### src/logic/aux_regs_pkg.sv
package aux_regs_pkg;

    // register byte addresses; the register select field of the map times four
    localparam logic [7:0] STAT_MASK_OFF = 8'h14;
    localparam logic [7:0] AUXCTL_OFF    = 8'h10;
    localparam logic [7:0] IPCHG_OFF     = 8'h10;
    localparam logic [7:0] CTU_OFF       = 8'h18;
    localparam logic [7:0] CTL_OFF       = 8'h1c;
    localparam logic [7:0] SCRATCH_OFF   = 8'h30;
    localparam logic [7:0] OUTSET_OFF    = 8'h38;
    localparam logic [7:0] OUTRST_OFF    = 8'h3c;
    localparam logic [7:0] EVT_STAT_OFF  = 8'h40;
    localparam logic [7:0] EVT_MASK_OFF  = 8'h44;
    localparam logic [7:0] MASK_RD_OFF   = 8'h48;

    // field positions
    localparam int RATE_SET_BIT  = 7;
    localparam int CHG_LO        = 4;
    localparam int LVL_LO        = 0;
    localparam int INPUT_CHG_BIT = 7;
    localparam int CTR_READY_BIT = 3;

    // reset values
    localparam logic [7:0] BYTE_RST = 8'h00;
    localparam logic [7:0] OUT_RST  = 8'h00;

endpackage : aux_regs_pkg

### src/logic/aux_regs.sv
`timescale 1ns/10ps
// How it works
// - aux control bit 7 picks rate set
// - change register high nibble: line changed flags
// - change register low nibble: live line levels
// - status bits in documented source order
// - mask bit enables matching status bit
// - sixteen-bit preset from upper, lower bytes
// - set command sets latch bits written one
// - reset command clears latch bits written one
// - output pins drive inverted latch bits
module aux_regs
    import aux_regs_pkg::*;
(
    input  wire logic        clock,
    input  wire logic        rst_b,
    input  wire logic        psel,
    input  wire logic        penable,
    input  wire logic        pwrite,
    input  wire logic [7:0]  paddr,
    input  wire logic [31:0] pwdata,
    output logic      [31:0] prdata,
    output logic             pready,
    output logic             pslverr,
    input  wire logic [3:0]  input_lines,
    input  wire logic        chan_a_transmit_ready,
    input  wire logic        chan_a_receive_ready_or_full,
    input  wire logic        chan_a_break_change,
    input  wire logic        counter_ready,
    input  wire logic        chan_b_transmit_ready,
    input  wire logic        chan_b_receive_ready_or_full,
    input  wire logic        chan_b_break_change,
    output logic      [7:0]  output_pins,
    output logic             rate_set_two,
    output logic      [3:0]  change_irq_enable,
    output logic      [15:0] counter_preset,
    output logic             irq
);
    typedef struct packed {
        logic [7:0]  aux_control;
        logic [7:0]  interrupt_mask;
        logic [7:0]  evt_sticky;
        logic [7:0]  evt_mask;
        logic [15:0] preset;
        logic [7:0]  scratch_pad;
        logic [7:0]  output_latch;
        logic [7:0]  pins;
        logic [31:0] rdata;
        logic        ready;
        logic        err;
        logic        irq;
    } regs_state_t;

    regs_state_t st_r;
    regs_state_t st_nxt;
    logic [1:0]  rst_pipe_r;
    logic        rst_sync_b;
    logic [3:0]  level;
    logic [3:0]  delta;
    logic [3:0]  edges;
    logic [7:0]  status;
    logic        wr_en;
    logic        rd_en;
    logic        rd_ipchg;

    ////////////////////////////////////////////////////////////////////////
    // reset release through two flip-flops
    always_ff @(posedge clock or negedge rst_b) begin
        if (!rst_b) begin
            rst_pipe_r <= 2'b00;
        end else begin
            rst_pipe_r <= {rst_pipe_r[0], 1'b1};
        end
    end
    assign rst_sync_b = rst_pipe_r[1];

    // decode of a known offset
    function automatic logic known_addr(input logic [7:0] a);
        unique case (a)
            AUXCTL_OFF, STAT_MASK_OFF, CTU_OFF, CTL_OFF, SCRATCH_OFF,
            OUTSET_OFF, OUTRST_OFF, EVT_STAT_OFF, EVT_MASK_OFF,
            MASK_RD_OFF: known_addr = 1'b1;
            default:     known_addr = 1'b0;
        endcase
    endfunction : known_addr

    ////////////////////////////////////////////////////////////////////////
    // apb access phase qualifiers; one answer per access, after one wait state
    assign wr_en    = psel & penable & pwrite & ~st_r.ready;
    assign rd_en    = psel & penable & ~pwrite & ~st_r.ready;
    assign rd_ipchg = rd_en & (paddr == IPCHG_OFF);

    // reading the change register clears its flags
    change_detect #(
        .N(4)
    ) u_change (
        .clock      (clock),
        .rst_sync_b (rst_sync_b),
        .lines      (input_lines),
        .clear      (rd_ipchg),
        .level_r    (level),
        .delta_r    (delta),
        .edge_r     (edges)
    );

    // live status word in documented order
    always_comb begin
        status = {|(delta & st_r.aux_control[3:0]),
                  chan_b_break_change, chan_b_receive_ready_or_full,
                  chan_b_transmit_ready, counter_ready,
                  chan_a_break_change, chan_a_receive_ready_or_full,
                  chan_a_transmit_ready};
    end

    ////////////////////////////////////////////////////////////////////////
    // register file next state
    always_comb begin
        st_nxt       = st_r;
        st_nxt.ready = psel & penable & ~st_r.ready;
        st_nxt.err   = 1'b0;
        if (psel && penable && !st_r.ready && !known_addr(paddr)) begin
            st_nxt.err = 1'b1;
        end
        if (wr_en) begin
            unique case (paddr)
                AUXCTL_OFF:   st_nxt.aux_control    = pwdata[7:0];
                STAT_MASK_OFF: st_nxt.interrupt_mask = pwdata[7:0];
                CTU_OFF:      st_nxt.preset[15:8]   = pwdata[7:0];
                CTL_OFF:      st_nxt.preset[7:0]    = pwdata[7:0];
                SCRATCH_OFF:  st_nxt.scratch_pad    = pwdata[7:0];
                OUTSET_OFF:   st_nxt.output_latch =
                                  st_r.output_latch | pwdata[7:0];
                OUTRST_OFF:   st_nxt.output_latch =
                                  st_r.output_latch & ~pwdata[7:0];
                EVT_STAT_OFF: st_nxt.evt_sticky =
                                  st_r.evt_sticky & ~pwdata[7:0];
                EVT_MASK_OFF: st_nxt.evt_mask       = pwdata[7:0];
                default:      st_nxt.err            = 1'b1;
            endcase
        end
        // sticky event copy; a high status bit wins over a clear
        st_nxt.evt_sticky = st_nxt.evt_sticky | status;
        st_nxt.rdata = 32'h0000_0000;
        if (rd_en) begin
            unique case (paddr)
                IPCHG_OFF:    st_nxt.rdata[7:0] =
                                  {delta, level};
                STAT_MASK_OFF: st_nxt.rdata[7:0] = status;
                CTU_OFF:      st_nxt.rdata[7:0] = st_r.preset[15:8];
                CTL_OFF:      st_nxt.rdata[7:0] = st_r.preset[7:0];
                SCRATCH_OFF:  st_nxt.rdata[7:0] = st_r.scratch_pad;
                EVT_STAT_OFF: st_nxt.rdata[7:0] = st_r.evt_sticky;
                EVT_MASK_OFF: st_nxt.rdata[7:0] = st_r.evt_mask;
                MASK_RD_OFF:  st_nxt.rdata[7:0] = st_r.interrupt_mask;
                default:      st_nxt.rdata      = 32'h0000_0000;
            endcase
        end
        st_nxt.pins = ~st_nxt.output_latch;
        st_nxt.irq  = |(status & st_r.interrupt_mask) |
                      |(st_r.evt_sticky & st_r.evt_mask);
    end

    always_ff @(posedge clock or negedge rst_sync_b) begin
        if (!rst_sync_b) begin
            st_r      <= '0;
            st_r.pins <= 8'hff;
        end else begin
            st_r <= st_nxt;
        end
    end

    ////////////////////////////////////////////////////////////////////////
    // outputs straight from flip-flops
    assign prdata            = st_r.rdata;
    assign pready            = st_r.ready;
    assign pslverr           = st_r.err;
    assign output_pins       = st_r.pins;
    assign rate_set_two      = st_r.aux_control[RATE_SET_BIT];
    assign change_irq_enable = st_r.aux_control[3:0];
    assign counter_preset    = st_r.preset;
    assign irq               = st_r.irq;

    ////////////////////////////////////////////////////////////////////////
    // checks: output latch and pins
    chk_pins_inverse: assert property (
        @(posedge clock) disable iff (!rst_sync_b)
        output_pins == ~st_r.output_latch)
        else $error("output pins not inverse of latch");

    chk_set_cmd: assert property (
        @(posedge clock) disable iff (!rst_sync_b)
        (wr_en && paddr == OUTSET_OFF) |=>
        ((output_pins & $past(pwdata[7:0])) == 8'h00))
        else $error("set command failed");

    chk_set_keeps: assert property (
        @(posedge clock) disable iff (!rst_sync_b)
        (wr_en && paddr == OUTSET_OFF) |=>
        ((~output_pins & ~$past(pwdata[7:0])) ==
         (~$past(output_pins) & ~$past(pwdata[7:0]))))
        else $error("set command disturbed other bits");

    chk_reset_cmd: assert property (
        @(posedge clock) disable iff (!rst_sync_b)
        (wr_en && paddr == OUTRST_OFF) |=>
        ((~output_pins & $past(pwdata[7:0])) == 8'h00))
        else $error("reset command failed");

    chk_reset_keeps: assert property (
        @(posedge clock) disable iff (!rst_sync_b)
        (wr_en && paddr == OUTRST_OFF) |=>
        ((~output_pins & ~$past(pwdata[7:0])) ==
         (~$past(output_pins) & ~$past(pwdata[7:0]))))
        else $error("reset command disturbed other bits");

    chk_latch_hold: assert property (
        @(posedge clock) disable iff (!rst_sync_b)
        !(wr_en && (paddr == OUTSET_OFF || paddr == OUTRST_OFF)) |=>
        $stable(output_pins))
        else $error("output pins moved without a command");

    ////////////////////////////////////////////////////////////////////////
    // checks: stored bytes
    chk_scratch_back: assert property (
        @(posedge clock) disable iff (!rst_sync_b)
        (wr_en && paddr == SCRATCH_OFF) |=>
        (st_r.scratch_pad == $past(pwdata[7:0])))
        else $error("scratch not stored");

    chk_scratch_hold: assert property (
        @(posedge clock) disable iff (!rst_sync_b)
        !(wr_en && paddr == SCRATCH_OFF) |=>
        $stable(st_r.scratch_pad))
        else $error("scratch changed without a write");

    chk_rate_sel: assert property (
        @(posedge clock) disable iff (!rst_sync_b)
        (wr_en && paddr == AUXCTL_OFF) |=>
        (rate_set_two == $past(pwdata[7])))
        else $error("rate set wrong");

    chk_rate_hold: assert property (
        @(posedge clock) disable iff (!rst_sync_b)
        !(wr_en && paddr == AUXCTL_OFF) |=> $stable(rate_set_two))
        else $error("rate set changed without a write");

    chk_enable_copy: assert property (
        @(posedge clock) disable iff (!rst_sync_b)
        (wr_en && paddr == AUXCTL_OFF) |=>
        (change_irq_enable == $past(pwdata[3:0])))
        else $error("change enables not stored");

    chk_preset_hi: assert property (
        @(posedge clock) disable iff (!rst_sync_b)
        (wr_en && paddr == CTU_OFF) |=>
        (counter_preset[15:8] == $past(pwdata[7:0])))
        else $error("preset upper wrong");

    chk_preset_lo: assert property (
        @(posedge clock) disable iff (!rst_sync_b)
        (wr_en && paddr == CTL_OFF) |=>
        (counter_preset[7:0] == $past(pwdata[7:0])))
        else $error("preset lower wrong");

    chk_preset_hold: assert property (
        @(posedge clock) disable iff (!rst_sync_b)
        !(wr_en && (paddr == CTU_OFF || paddr == CTL_OFF)) |=>
        $stable(counter_preset))
        else $error("preset changed without a write");

    chk_mask_store: assert property (
        @(posedge clock) disable iff (!rst_sync_b)
        (wr_en && paddr == STAT_MASK_OFF) |=>
        (st_r.interrupt_mask == $past(pwdata[7:0])))
        else $error("mask not stored");

    chk_mask_hold: assert property (
        @(posedge clock) disable iff (!rst_sync_b)
        !(wr_en && paddr == STAT_MASK_OFF) |=>
        $stable(st_r.interrupt_mask))
        else $error("mask changed without a write");

    ////////////////////////////////////////////////////////////////////////
    // checks: change flags and status word
    chk_change_read: assert property (
        @(posedge clock) disable iff (!rst_sync_b)
        rd_ipchg |=> (prdata[7:0] == {$past(delta), $past(level)}))
        else $error("change register read wrong");

    chk_flag_covers: assert property (
        @(posedge clock) disable iff (!rst_sync_b)
        (edges & ~delta) == 4'h0)
        else $error("detected change not flagged");

    chk_flag_hold: assert property (
        @(posedge clock) disable iff (!rst_sync_b)
        !rd_ipchg |=> ((delta & $past(delta)) == $past(delta)))
        else $error("change flag lost without a read");

    chk_flag_clear: assert property (
        @(posedge clock) disable iff (!rst_sync_b)
        rd_ipchg |=> (delta == edges))
        else $error("change flags not cleared by read");

    chk_status_read: assert property (
        @(posedge clock) disable iff (!rst_sync_b)
        (rd_en && paddr == STAT_MASK_OFF) |=>
        (prdata[CTR_READY_BIT] == $past(counter_ready)))
        else $error("status order wrong");

    chk_status_change: assert property (
        @(posedge clock) disable iff (!rst_sync_b)
        (rd_en && paddr == STAT_MASK_OFF) |=>
        (prdata[INPUT_CHG_BIT] ==
         $past(|(delta & change_irq_enable))))
        else $error("status change bit wrong");

    chk_status_ends: assert property (
        @(posedge clock) disable iff (!rst_sync_b)
        (rd_en && paddr == STAT_MASK_OFF) |=>
        (prdata[6] == $past(chan_b_break_change) &&
         prdata[0] == $past(chan_a_transmit_ready)))
        else $error("status end bits wrong");

    chk_sticky_set: assert property (
        @(posedge clock) disable iff (!rst_sync_b)
        (|status) |=>
        ((st_r.evt_sticky & $past(status)) == $past(status)))
        else $error("sticky event not captured");

    ////////////////////////////////////////////////////////////////////////
    // checks: interrupt and bus answer
    chk_irq_mask: assert property (
        @(posedge clock) disable iff (!rst_sync_b)
        |(status & st_r.interrupt_mask) |=> irq)
        else $error("irq missing");

    chk_irq_quiet: assert property (
        @(posedge clock) disable iff (!rst_sync_b)
        (!(|(status & st_r.interrupt_mask)) &&
         !(|(st_r.evt_sticky & st_r.evt_mask))) |=> !irq)
        else $error("irq without an enabled condition");

    chk_ready_answer: assert property (
        @(posedge clock) disable iff (!rst_sync_b)
        (psel && penable && !pready) |=> pready)
        else $error("access not answered");

    chk_ready_pulse: assert property (
        @(posedge clock) disable iff (!rst_sync_b)
        pready |=> !pready)
        else $error("ready longer than one cycle");

    chk_err_refused: assert property (
        @(posedge clock) disable iff (!rst_sync_b)
        (psel && penable && !pready && !known_addr(paddr)) |=> pslverr)
        else $error("unmapped offset not refused");

    chk_err_with_ready: assert property (
        @(posedge clock) disable iff (!rst_sync_b)
        pslverr |-> pready)
        else $error("error without ready");

    chk_rdata_idle: assert property (
        @(posedge clock) disable iff (!rst_sync_b)
        !pready |-> (prdata == 32'h0000_0000))
        else $error("read data outside an answer");

    chk_rdata_upper: assert property (
        @(posedge clock) disable iff (!rst_sync_b)
        prdata[31:8] == 24'h00_0000)
        else $error("read data upper bits set");

endmodule : aux_regs

### src/logic/change_detect.sv
`timescale 1ns/10ps
// per-line level change detector; a changed flag is held until cleared
module change_detect
    import aux_regs_pkg::*;
#(
    parameter int N = 4
) (
    input  wire logic         clock,
    input  wire logic         rst_sync_b,
    input  wire logic [N-1:0] lines,
    input  wire logic         clear,
    output logic      [N-1:0] level_r,
    output logic      [N-1:0] delta_r,
    output logic      [N-1:0] edge_r
);
    typedef struct packed {
        logic [N-1:0] lvl;
        logic [N-1:0] dlt;
        logic [N-1:0] edg;
        logic         primed;
    } cd_state_t;

    cd_state_t st_r;
    cd_state_t st_nxt;

    ////////////////////////////////////////////////////////////////////////
    // first sample primes the level so reset gives no false change
    always_comb begin
        st_nxt        = st_r;
        st_nxt.lvl    = lines;
        st_nxt.primed = 1'b1;
        st_nxt.edg    = st_r.primed ? (lines ^ st_r.lvl) : '0;
        if (clear) begin
            st_nxt.dlt = '0;
        end
        st_nxt.dlt = st_nxt.dlt | st_nxt.edg; // set wins over clear
    end

    always_ff @(posedge clock or negedge rst_sync_b) begin
        if (!rst_sync_b) begin
            st_r <= '0;
        end else begin
            st_r <= st_nxt;
        end
    end

    assign level_r = st_r.lvl;
    assign delta_r = st_r.dlt;
    assign edge_r  = st_r.edg;

endmodule : change_detect
### config.mk
export PLATFORM = sky130hd
export DESIGN_NAME = aux_regs
export DESIGN_NICKNAME = d
export VERILOG_FILES = /design/src/logic/aux_regs_pkg.sv /design/src/logic/aux_regs.sv /design/src/logic/change_detect.sv
export SDC_FILE = /design/constraint.sdc
export NUM_CORES = 1
export LEC_CHECK = 0
export BUFFER_PORTS_ARGS = -buffer_cell sky130_fd_sc_hd__buf_4
export CAP_MARGIN = 20
export CELL_PAD_IN_SITES_DETAIL_PLACEMENT = 1
export CELL_PAD_IN_SITES_GLOBAL_PLACEMENT = 1
export CORE_MARGIN = 2
export CORE_UTILIZATION = 45
export CTS_CLUSTER_SIZE = 12
export DETAILED_ROUTE_END_ITERATION = 12
export HOLD_SLACK_MARGIN = 0.02
export MAX_ROUTING_LAYER = met4
export PLACE_DENSITY = 0.86
export SYNTH_ARGS = -nofsm -noshare
export SYNTH_HDL_FRONTEND = slang
export SYNTH_SLANG_ARGS = --single-unit
### constraint.sdc
create_clock -name clock -period 8.3 [get_ports clock]
set_input_delay 1.66 -clock clock [delete_from_list [all_inputs] [get_ports clock]]
set_output_delay 1.66 -clock clock [all_outputs]
set_load 0.05 [all_outputs]
==> results of run 1 <==
-- cell families after synthesis --
family | after synthesis | synth area share [%]
AND/OR/NAND/NOR | 61 | 7.73
buffers and inverters | 77 | 12.1
other | 2 | 0.168
multiplexers | 53 | 15.4
XOR/XNOR | 4 | 0.784
AO/OA/AOI/OAI | 79 | 12.7
flip-flops | 91 | 51.2
-- power by group through the flow --
| stage | logic (mW) | registers (mW) | clock network (mW) |
|---|---|---|---|
| 2_1_floorplan | 0.0688 | 0.476 | 0 |
| 3_3_place_gp | 0.0957 | 0.470 | 0 |
| 3_5_place_dp | 0.0988 | 0.471 | 0 |
| 4_1_cts | 0.0991 | 0.463 | 0.342 |
| 5_1_grt | 0.105 | 0.464 | 0.358 |
| 6_report | 0.0990 | 0.463 | 0.335 |
-- final timing paths --
kind / startpoint / cells past startpoint / to / slack [ns]
setup / recovery: paddr[1] / 5 / st_r[77] / 4.48
hold reg to reg: rst_pipe_r[1] / 0 / st_r[49] / 0.27
max in group asynchronous: rst_pipe_r[1] / 1 / st_r[58] / 6.95
hold / removal: rst_pipe_r[1] / 0 / st_r[49] / 0.27
setup reg to reg: pready / 4 / counter_preset[3] / 6.13
min in group clock: rst_pipe_r[0] / 0 / rst_pipe_r[1] / 0.37
-- routing by layer --
| metal | vias up | GRT usage [%] |
|---|---|---|
| li1 | 1298 | - |
| met1 | 1561 | 26.6 |
| met2 | 97 | 38.3 |
| met3 | 13 | 5.22 |
| met4 | 0 | 4.63 |
| met5 | - | - |
-- placed cells by master, fill, tap and decap left out, drive strengths merged, types with 4 or more instances in the layout --
cell	n
clkbuf	10
o21a	9
mux2	45
conb	26
mux4	8
a22o	20
o21ai	9
a21oi	13
nor2	5
buf	73
a21o	8
inv	5
dfrtp	83
a22oi	16
nand2	36
xor2	4
dfstp	8
-- registers in the layout, summed over array words and instances (netlist names) --
name and flops:
st_r 40, counter_preset 16, output_pins 8, prdata 8, change_irq_enable 4, u_change.delta_r 4
u_change.level_r 4, rst_pipe_r 2, irq 1, pready 1, pslverr 1, rate_set_two 1
u_change.st_r 1
-- cell type report --
type,count,area share [%]
multi-input combinational,223,34.8
timing repair buffer,73,11.0
clock inverter,6,1.81
clock buffer,10,2.57
tap,133,3.35
inverter,4,0.302
sequential,91,46.1
-- through the flow --
step	utilization [%]	hold slack [ns]	area, um^2	power (mW)	std cells
after CTS	51.1	0.292	4970	0.904	540
final	51.1	0.272	4970	0.897	540
after floorplan	-	0.331	4560	0.545	391
after detailed placement	48.8	0.283	4750	0.570	524
after global routing	51.1	0.312	4970	0.927	540
after global placement	48.8	0.277	4750	0.566	524
==> impl_metrics.tcl, run 1 <==
set metrics [dict create \
    outcome "finished clean" \
    cp_data_required_time_ns 8.56 \
    cts-root-buf "clkbuf_8" \
    power_frac_clock_pct 37.4 \
    worst_path_max_delay_cell "nor2b_1" \
    dieArea_um2 10700 \
    p_sw_uw 245 \
    critPathLaunchType "input port" \
    synth_common_cells "dfrtp_1, buf_4, mux2_2, nand2_1, a22o_1" \
    nNetsFinal 458 \
    clk_path_buf_depth 2 \
    fin_crit_ns 3.82 \
    insertion_delay_ns 0.37 \
    fin_worst_skew_ns 0.0127 \
    tritoncts "built" \
    p_comb_share_pct 11.0 \
    drive_above_1_share_pct 38.3 \
    wire_per_inst_um 20.9 \
    grt_pass1_vias 3172 \
    start_util_pct 45.9 \
    cap_violations 0 \
    crit_buf_inv 1 \
    synthArstFlopShare_pct 100 \
    timing.final.crit_share_pct 46.1 \
    place.gp.congestion 0.874 \
    htreeDepth 3 \
    routed_wirelength_um 11300 \
    setup_viol 0 \
    ctsHoldBuffers 0 \
    synthFlopType "dfrtp_1" \
    grt_max_degree 58 \
    rows 36 \
    syn_area_per_cell_um2 12.2 \
    cts_resized 0 \
    viasPerCell 5.50 \
    fp.dieW_um 104 \
    post-dp-hpwl_um 8110 \
    met2_length_um 6030 \
    finalWorstSetupSlack_ns 4.48 \
    synth.area.top_cells "dfrtp_1, mux2_2, buf_4" \
    grt_overflow 0 \
    track_usage_pct 22.1 \
    critPathCaptureType "register" \
    antenna_found_initial 0 \
    cts_setup_buffers 0 \
    ir_drop_uv 94.7 \
    switching_share_pct 27.3 \
    syn-instance-count 367 \
    relSlewSlack_pct 39.9 \
    yosysSeqAreaShare_pct 51.2 \
    p_int_uw 652 \
    p_leak_nw 2.33 \
    hold_violations 0 \
    drcViolationCount 0 \
    synth.top_cell.area_share_pct 46.5 \
    fp.dieH_um 104 \
    drtIter0Drc 156 \
    port_buffers 71 \
    areaGrowthSynthToFinish_pct 11.2 \
    core-area_um2 9730 \
    ff_latch_area_um2 2290 \
    met1Wirelength_um 4530 \
    fmax_ghz 0.262 \
    synth-seq-cells 91 \
    dr.pass1.iters 4 \
    yosysUniqueCellTypes 43 \
    p_seq_share_pct 51.6 \
    syn_area_um2 4470 \
    num_antenna_cells 0 \
    fillers 1065 \
    rsz0062_at_grt "false" \
    tightest_slew_ns 0.900 \
    route.met3.wl_um 605 \
    pre_cts_slack_ns 4.21 \
    drtAntennaViolNets 0 \
    vias 2969 \
    worstPathMaxFanout 10 \
    yosysMostFrequentCell "dfrtp_1" \
    worstHoldPathType "register to asynchronous set/reset pin" \
    multi_input_area_um2 1730 \
    slew_viol_final 0 \
    path_delay_family "simple AND/OR/NAND/NOR gates" \
    worstSetupPathType "input port to register" \
    cts_sinks 91 \
    num_io_pins 120 \
    highest_layer "met4" \
    numCtsBuffers 9 \
    yosys_warnings 0 \
    setup-tns-final_ns 0 \
    arrival_ns 4.08 \
    cellPowerDensity_nw_per_um2 181 \
    crit_chain "buf_4, or3_1, nor2b_1, and3b_1, mux2_2" \
    synth_area_leader_cell "dfrtp_1" \
    cp_slowest_stage_delay_ns 0.74 \
    grt_pass1_wl_um 17800 \
    path_clk_slew_ns 0.09 \
    synth_enable_flop_cells 0 \
]
Power figures use the tool's default switching activity.
==> run 2: changes to the inputs <==
Settings changed: CORE_UTILIZATION 45 to 41, PLACE_DENSITY 0.86 to 0.79.
Clock period 8.3 ns to 3.6 ns, I/O delays scaled along.
==> run 2 against run 1 <==
- wire length down 7.5%
- non-clock buffer count up 3
- sequential share of layout area down 0.61 points
- sequential power up 130%
- worst hold slack worse by 0.15 ns
- flip-flop and latch count unchanged
- global-route usage down 3.3 points
- critical path depth unchanged
==> impl_metrics.tcl, run 2 (synthesis results as in run 1) <==
set metrics [dict create \
    outcome "finished clean" \
    final_cell_mix "dfrtp_1, buf_4, mux2_2" \
    slew_viol_final 0 \
    dieArea_um2 11800 \
    drtAntennaViolNets 0 \
    post-dp-hpwl_um 7550 \
    num_io_pins 120 \
    setup_viol 0 \
    port_buffers 71 \
    worstSetupPathType "input port to register" \
    path_clk_slew_ns 0.10 \
    grt_max_degree 90 \
    top_register "st_r" \
    nNetsFinal 461 \
    tightest_slew_ns 0.763 \
    place_area_um2 4780 \
    final_cell_area_um2 5040 \
    grt_use_met1_pct 24.2 \
    layout_commonest_cell "dfrtp_1" \
    cap_violations 0 \
    vias 2947 \
    p_leak_nw 2.37 \
    grt_pass1_wl_um 16300 \
    num_antenna_cells 0 \
    insertion_delay_ns 0.36 \
    critPathLaunchType "input port" \
    ctsHoldBuffers 0 \
    worstPathMaxFanout 8 \
    cellPowerDensity_nw_per_um2 416 \
    worstHoldPathType "input port to asynchronous set/reset pin" \
    use_met3_pct 3.38 \
    grt_overflow 0 \
    fin_crit_ns 2.48 \
    cts_sinks 91 \
    critPathCaptureType "register" \
    clk_path_buf_depth 2 \
    areaGrowthSynthToFinish_pct 12.7 \
    timing.final.crit_share_pct 68.8 \
    core-area_um2 10700 \
    worst_path_max_delay_cell "or3_1" \
    ir_drop_uv 227 \
    cp_slowest_stage_delay_ns 0.55 \
    cts_resized 0 \
    hold_violations 0 \
    routed_wirelength_um 10400 \
    numCtsBuffers 9 \
    tritoncts "built" \
    rsz0062_at_grt "false" \
    fin_worst_skew_ns 0.0124 \
    viasPerCell 5.36 \
    relSlewSlack_pct 48.8 \
    place.gp.congestion 0.913 \
    grt_pass1_vias 3071 \
    rows 38 \
    cp_data_required_time_ns 3.85 \
    largest_reg_flops 40 \
    fp.dieH_um 108 \
    use_met2_pct 31.2 \
    htreeDepth 3 \
    drcViolationCount 0 \
    start_util_pct 41.6 \
    cts_setup_buffers 0 \
    crit_chain "buf_4, or3_1, nor4_4, and3_1, mux2_2" \
    final_cells 550 \
    dr.pass1.iters 4 \
    arrival_ns 2.72 \
    wire_per_inst_um 18.9 \
    busiest_layer "met2" \
    fmax_ghz 0.404 \
    drive_above_1_share_pct 39.0 \
    drtIter0Drc 118 \
    fp.dieW_um 108 \
    post-place-cells 533 \
    cts-root-buf "clkbuf_8" \
    fillers 1185 \
    setup-tns-final_ns 0 \
    track_usage_pct 18.8 \
    antenna_found_initial 0 \
]
run 2: cell count changes in the layout (fill, tap and decap cells not counted):
cell,previous run,this run
clkinv_4,1,2
clkinvlp_4,1,0
clkbuf_1,1,0
inv_6,1,2
buf_4,73,75
clkinv_2,1,0
buf_16,0,1
clkbuf_8,9,10
run 2: critical path: cells and delay by family:
kind	cells	cell delay, ns
mux	1	0.39
buf+inv	1	0.11
simple gates	3	1.49
run 2: metrics by stage:
step	util, %	hold slack (ns)	power [mW]	setup WS (ns)
3_3_place_gp	44.4	0.339	1.31	0.792
4_1_cts	46.6	0.108	2.11	1.12
5_1_grt	46.9	0.0949	2.17	1.03
6_report	46.9	0.121	2.10	1.12
3_5_place_dp	44.4	0.350	1.31	0.747
2_1_floorplan	-	0.331	1.26	0.892
run 2: worst paths after layout:
| path | slack (ns) | to | cells past startpoint | startpoint |
|---|---|---|---|---|
| worst max-delay path | 1.12 | counter_preset[4] | 5 | paddr[1] |
| worst min-delay path | 0.12 | rst_pipe_r[1] | 1 | rst_b |
| worst max register to register | 1.47 | counter_preset[4] | 4 | pready |
| worst min register to register | 0.21 | st_r[56] | 0 | rst_pipe_r[1] |
| max in group asynchronous | 2.69 | output_pins[3] | 1 | rst_pipe_r[1] |
| min in group clock | 0.38 | rst_pipe_r[1] | 0 | rst_pipe_r[0] |
run 2: cell type report:
cell class / instances / area, um^2 / area share (%)
flip-flops and latches: 91 / 2290 / 45.5
multi-input cells: 223 / 1730 / 34.4
repair buffers: 76 / 591 / 11.7
well taps: 140 / 175 / 3.48
clock buffers: 10 / 138 / 2.73
clock inverters: 6 / 95.1 / 1.89
inverters: 4 / 15.0 / 0.298
run 2: power breakdown:
part	switching, mW	internal (mW)	total [mW]	leakage [nW]
clock network	0.383	0.418	0.800	0.117
logic	0.163	0.0700	0.233	1.09
registers	0.0189	1.04	1.06	1.16
run 2: routing by layer:
layer,vias to the layer above,share of wire [%]
met5,-,0
met2,77,52
met4,0,0.77
met3,8,4.3
met1,1550,43
li1,1312,-
==> run 3: changes to the inputs <==
Settings changed: CORE_UTILIZATION 41 to 37, PLACE_DENSITY 0.79 to 0.76.
Clock period 3.6 ns to 2.1 ns, I/O delays scaled along.
==> run 3 against run 2 <==
- cell count grew 4.5%
- core utilization shrank 2.7 points
- combinational power grew 74%
- sequential share of layout area shrank 1.9 points
- critical path type unchanged
==> impl_metrics.tcl, run 3 (synthesis results as in run 1) <==
set metrics [dict create \
    outcome "finished clean" \
    cap_violations 0 \
    fmax_ghz 0.541 \
    cp_data_required_time_ns 2.32 \
    place_area_um2 4930 \
    dieArea_um2 13000 \
    final_cell_area_um2 5260 \
    ir_drop_uv 325 \
    setup_viol 0 \
    areaGrowthSynthToFinish_pct 17.6 \
    drive_above_1_share_pct 41.1 \
    fp.dieH_um 114 \
    antenna_found_initial 0 \
    grt_pass1_wl_um 18800 \
    vias 2975 \
    num_antenna_cells 0 \
    cellPowerDensity_nw_per_um2 747 \
    p_int_mw 2.94 \
    timing.final.crit_share_pct 88.0 \
    routed_wirelength_um 11900 \
    cts_resized 0 \
    drtAntennaViolNets 0 \
    critPathCaptureType "register" \
    numCtsBuffers 9 \
    nNetsFinal 479 \
    hold_violations 0 \
    viasPerCell 5.17 \
    fin_crit_ns 1.85 \
    power_frac_clock_pct 43.1 \
    final_cell_mix "buf_4, dfrtp_1, mux2_2" \
    worstHoldPathType "input port to register" \
    path_clk_slew_ns 0.07 \
    layout_commonest_cell "buf_4" \
    rsz0062_at_grt "false" \
    arrival_ns 2.07 \
    setup-tns-final_ns 0 \
    holdCritStartpoint "input_lines[0]" \
    drtIter0Drc 120 \
    p_sw_uw 986 \
    worstSetupPathType "input port to register" \
    track_usage_pct 20.0 \
    p_seq_share_pct 46.6 \
    core-area_um2 11900 \
    cp-startpoint "paddr[1]" \
    port_buffers 71 \
    fp.dieW_um 114 \
    wire_per_inst_um 20.6 \
    tritoncts "built" \
    slew_viol_final 0 \
    critPathLaunchType "input port" \
    htreeDepth 3 \
    insertion_delay_ns 0.34 \
    grt_pass1_vias 3319 \
    tightest_slew_ns 0.712 \
    grt_max_degree 42 \
    p_leak_nw 2.49 \
    cts_sinks 91 \
    switching_share_pct 25.1 \
    worstPathMaxFanout 5 \
    dr.pass1.iters 4 \
    post-dp-hpwl_um 8240 \
    clk_path_buf_depth 2 \
    largest_reg_flops 40 \
    drcViolationCount 0 \
    grt_overflow 0 \
    place.gp.congestion 0.902 \
    cts-root-buf "clkbuf_16" \
    rows 40 \
    top_register "st_r" \
    p_comb_share_pct 10.3 \
    start_util_pct 37.5 \
    num_io_pins 120 \
    whs_ns 0.200 \
    relSlewSlack_pct 52.2 \
    r2r_start "pready" \
    fin_worst_skew_ns 0.00745 \
]
run 3: cell types whose count changed in the layout (fill, tap and decap cells not counted):
| cell | change |
|---|---|
| buf_4 | +17 |
| buf_16 | -1 |
| clkbuf_1 | +1 |
| buf_12 | +1 |
| clkbuf_16 | +9 |
| bufinv_16 | -1 |
| clkbuf_8 | -7 |
| dlygate4sd3_1 | +1 |
| inv_6 | -2 |
| clkinv_4 | -1 |
| clkinvlp_4 | +1 |
run 3: stage by stage:
step | instances | utilization, % | setup slack (ns) | total power, mW
floorplan | 391 | - | 0.0559 | 2.15
global placement | 558 | 41.4 | -0.0950 | 2.26
detailed placement | 558 | 41.4 | -0.0961 | 2.27
CTS | 575 | 44.1 | 0.252 | 3.97
global route | 575 | 44.1 | 0.203 | 4.08
finish | 575 | 44.1 | 0.253 | 3.93
run 3: layout make-up:
| class | instances | area, um^2 |
|---|---|---|
| Timing Repair Buffer | 94 | 721 |
| Clock inverter | 3 | 46.3 |
| Clock buffer | 13 | 270 |
| Inverter | 4 | 15.0 |
| Multi-Input combinational cell | 223 | 1730 |
| Sequential cell | 91 | 2290 |
| Tap cell | 147 | 184 |
| Fill cell | 1303 | 6650 |
run 3: path summary, 6_finish.rpt:
kind                                        to  slack (ns)  cells after the start
max reg2reg                 counter_preset[12]        0.35                      5
min in group asynchronous             st_r[96]        0.32                      0
min                        u_change.level_r[0]        0.20                      1
max                        u_change.delta_r[3]        0.25                      6
max in group asynchronous            prdata[0]        1.15                      1
min reg2reg                           st_r[96]        0.32                      0
run 3: timing repair:
action / CTS / global route
setup buffers: 0 / 0
endpoints found under the setup margin: 0 / 0
endpoints found under the hold margin: 2 / 0
hold buffers: 1 / 0
run 3: worst max-delay path: stages:
cell and delay, ns:
buf_4 0.11, or3_1 0.43, buf_4 0.20, nor3_1 0.29, nand3_1 0.28, a22o_1 0.34
run 3: power by group through the flow:
stage | clock (mW) | sequential (mW) | combinational [mW]
after floorplan | 0 | 1.88 | 0.272
after global placement | 0 | 1.86 | 0.396
after detailed placement | 0 | 1.86 | 0.402
after CTS | 1.73 | 1.83 | 0.407
after global routing | 1.81 | 1.84 | 0.432
final | 1.69 | 1.83 | 0.405
run 3: layer usage:
layer / vias up / GRT usage (%) / wire length [um]
met5: - / - / 0
met1: 1517 / 25.6 / 5280
met4: 0 / 10.2 / 410
met3: 22 / 2.55 / 447
met2: 90 / 31.3 / 5720
li1: 1346 / - / -
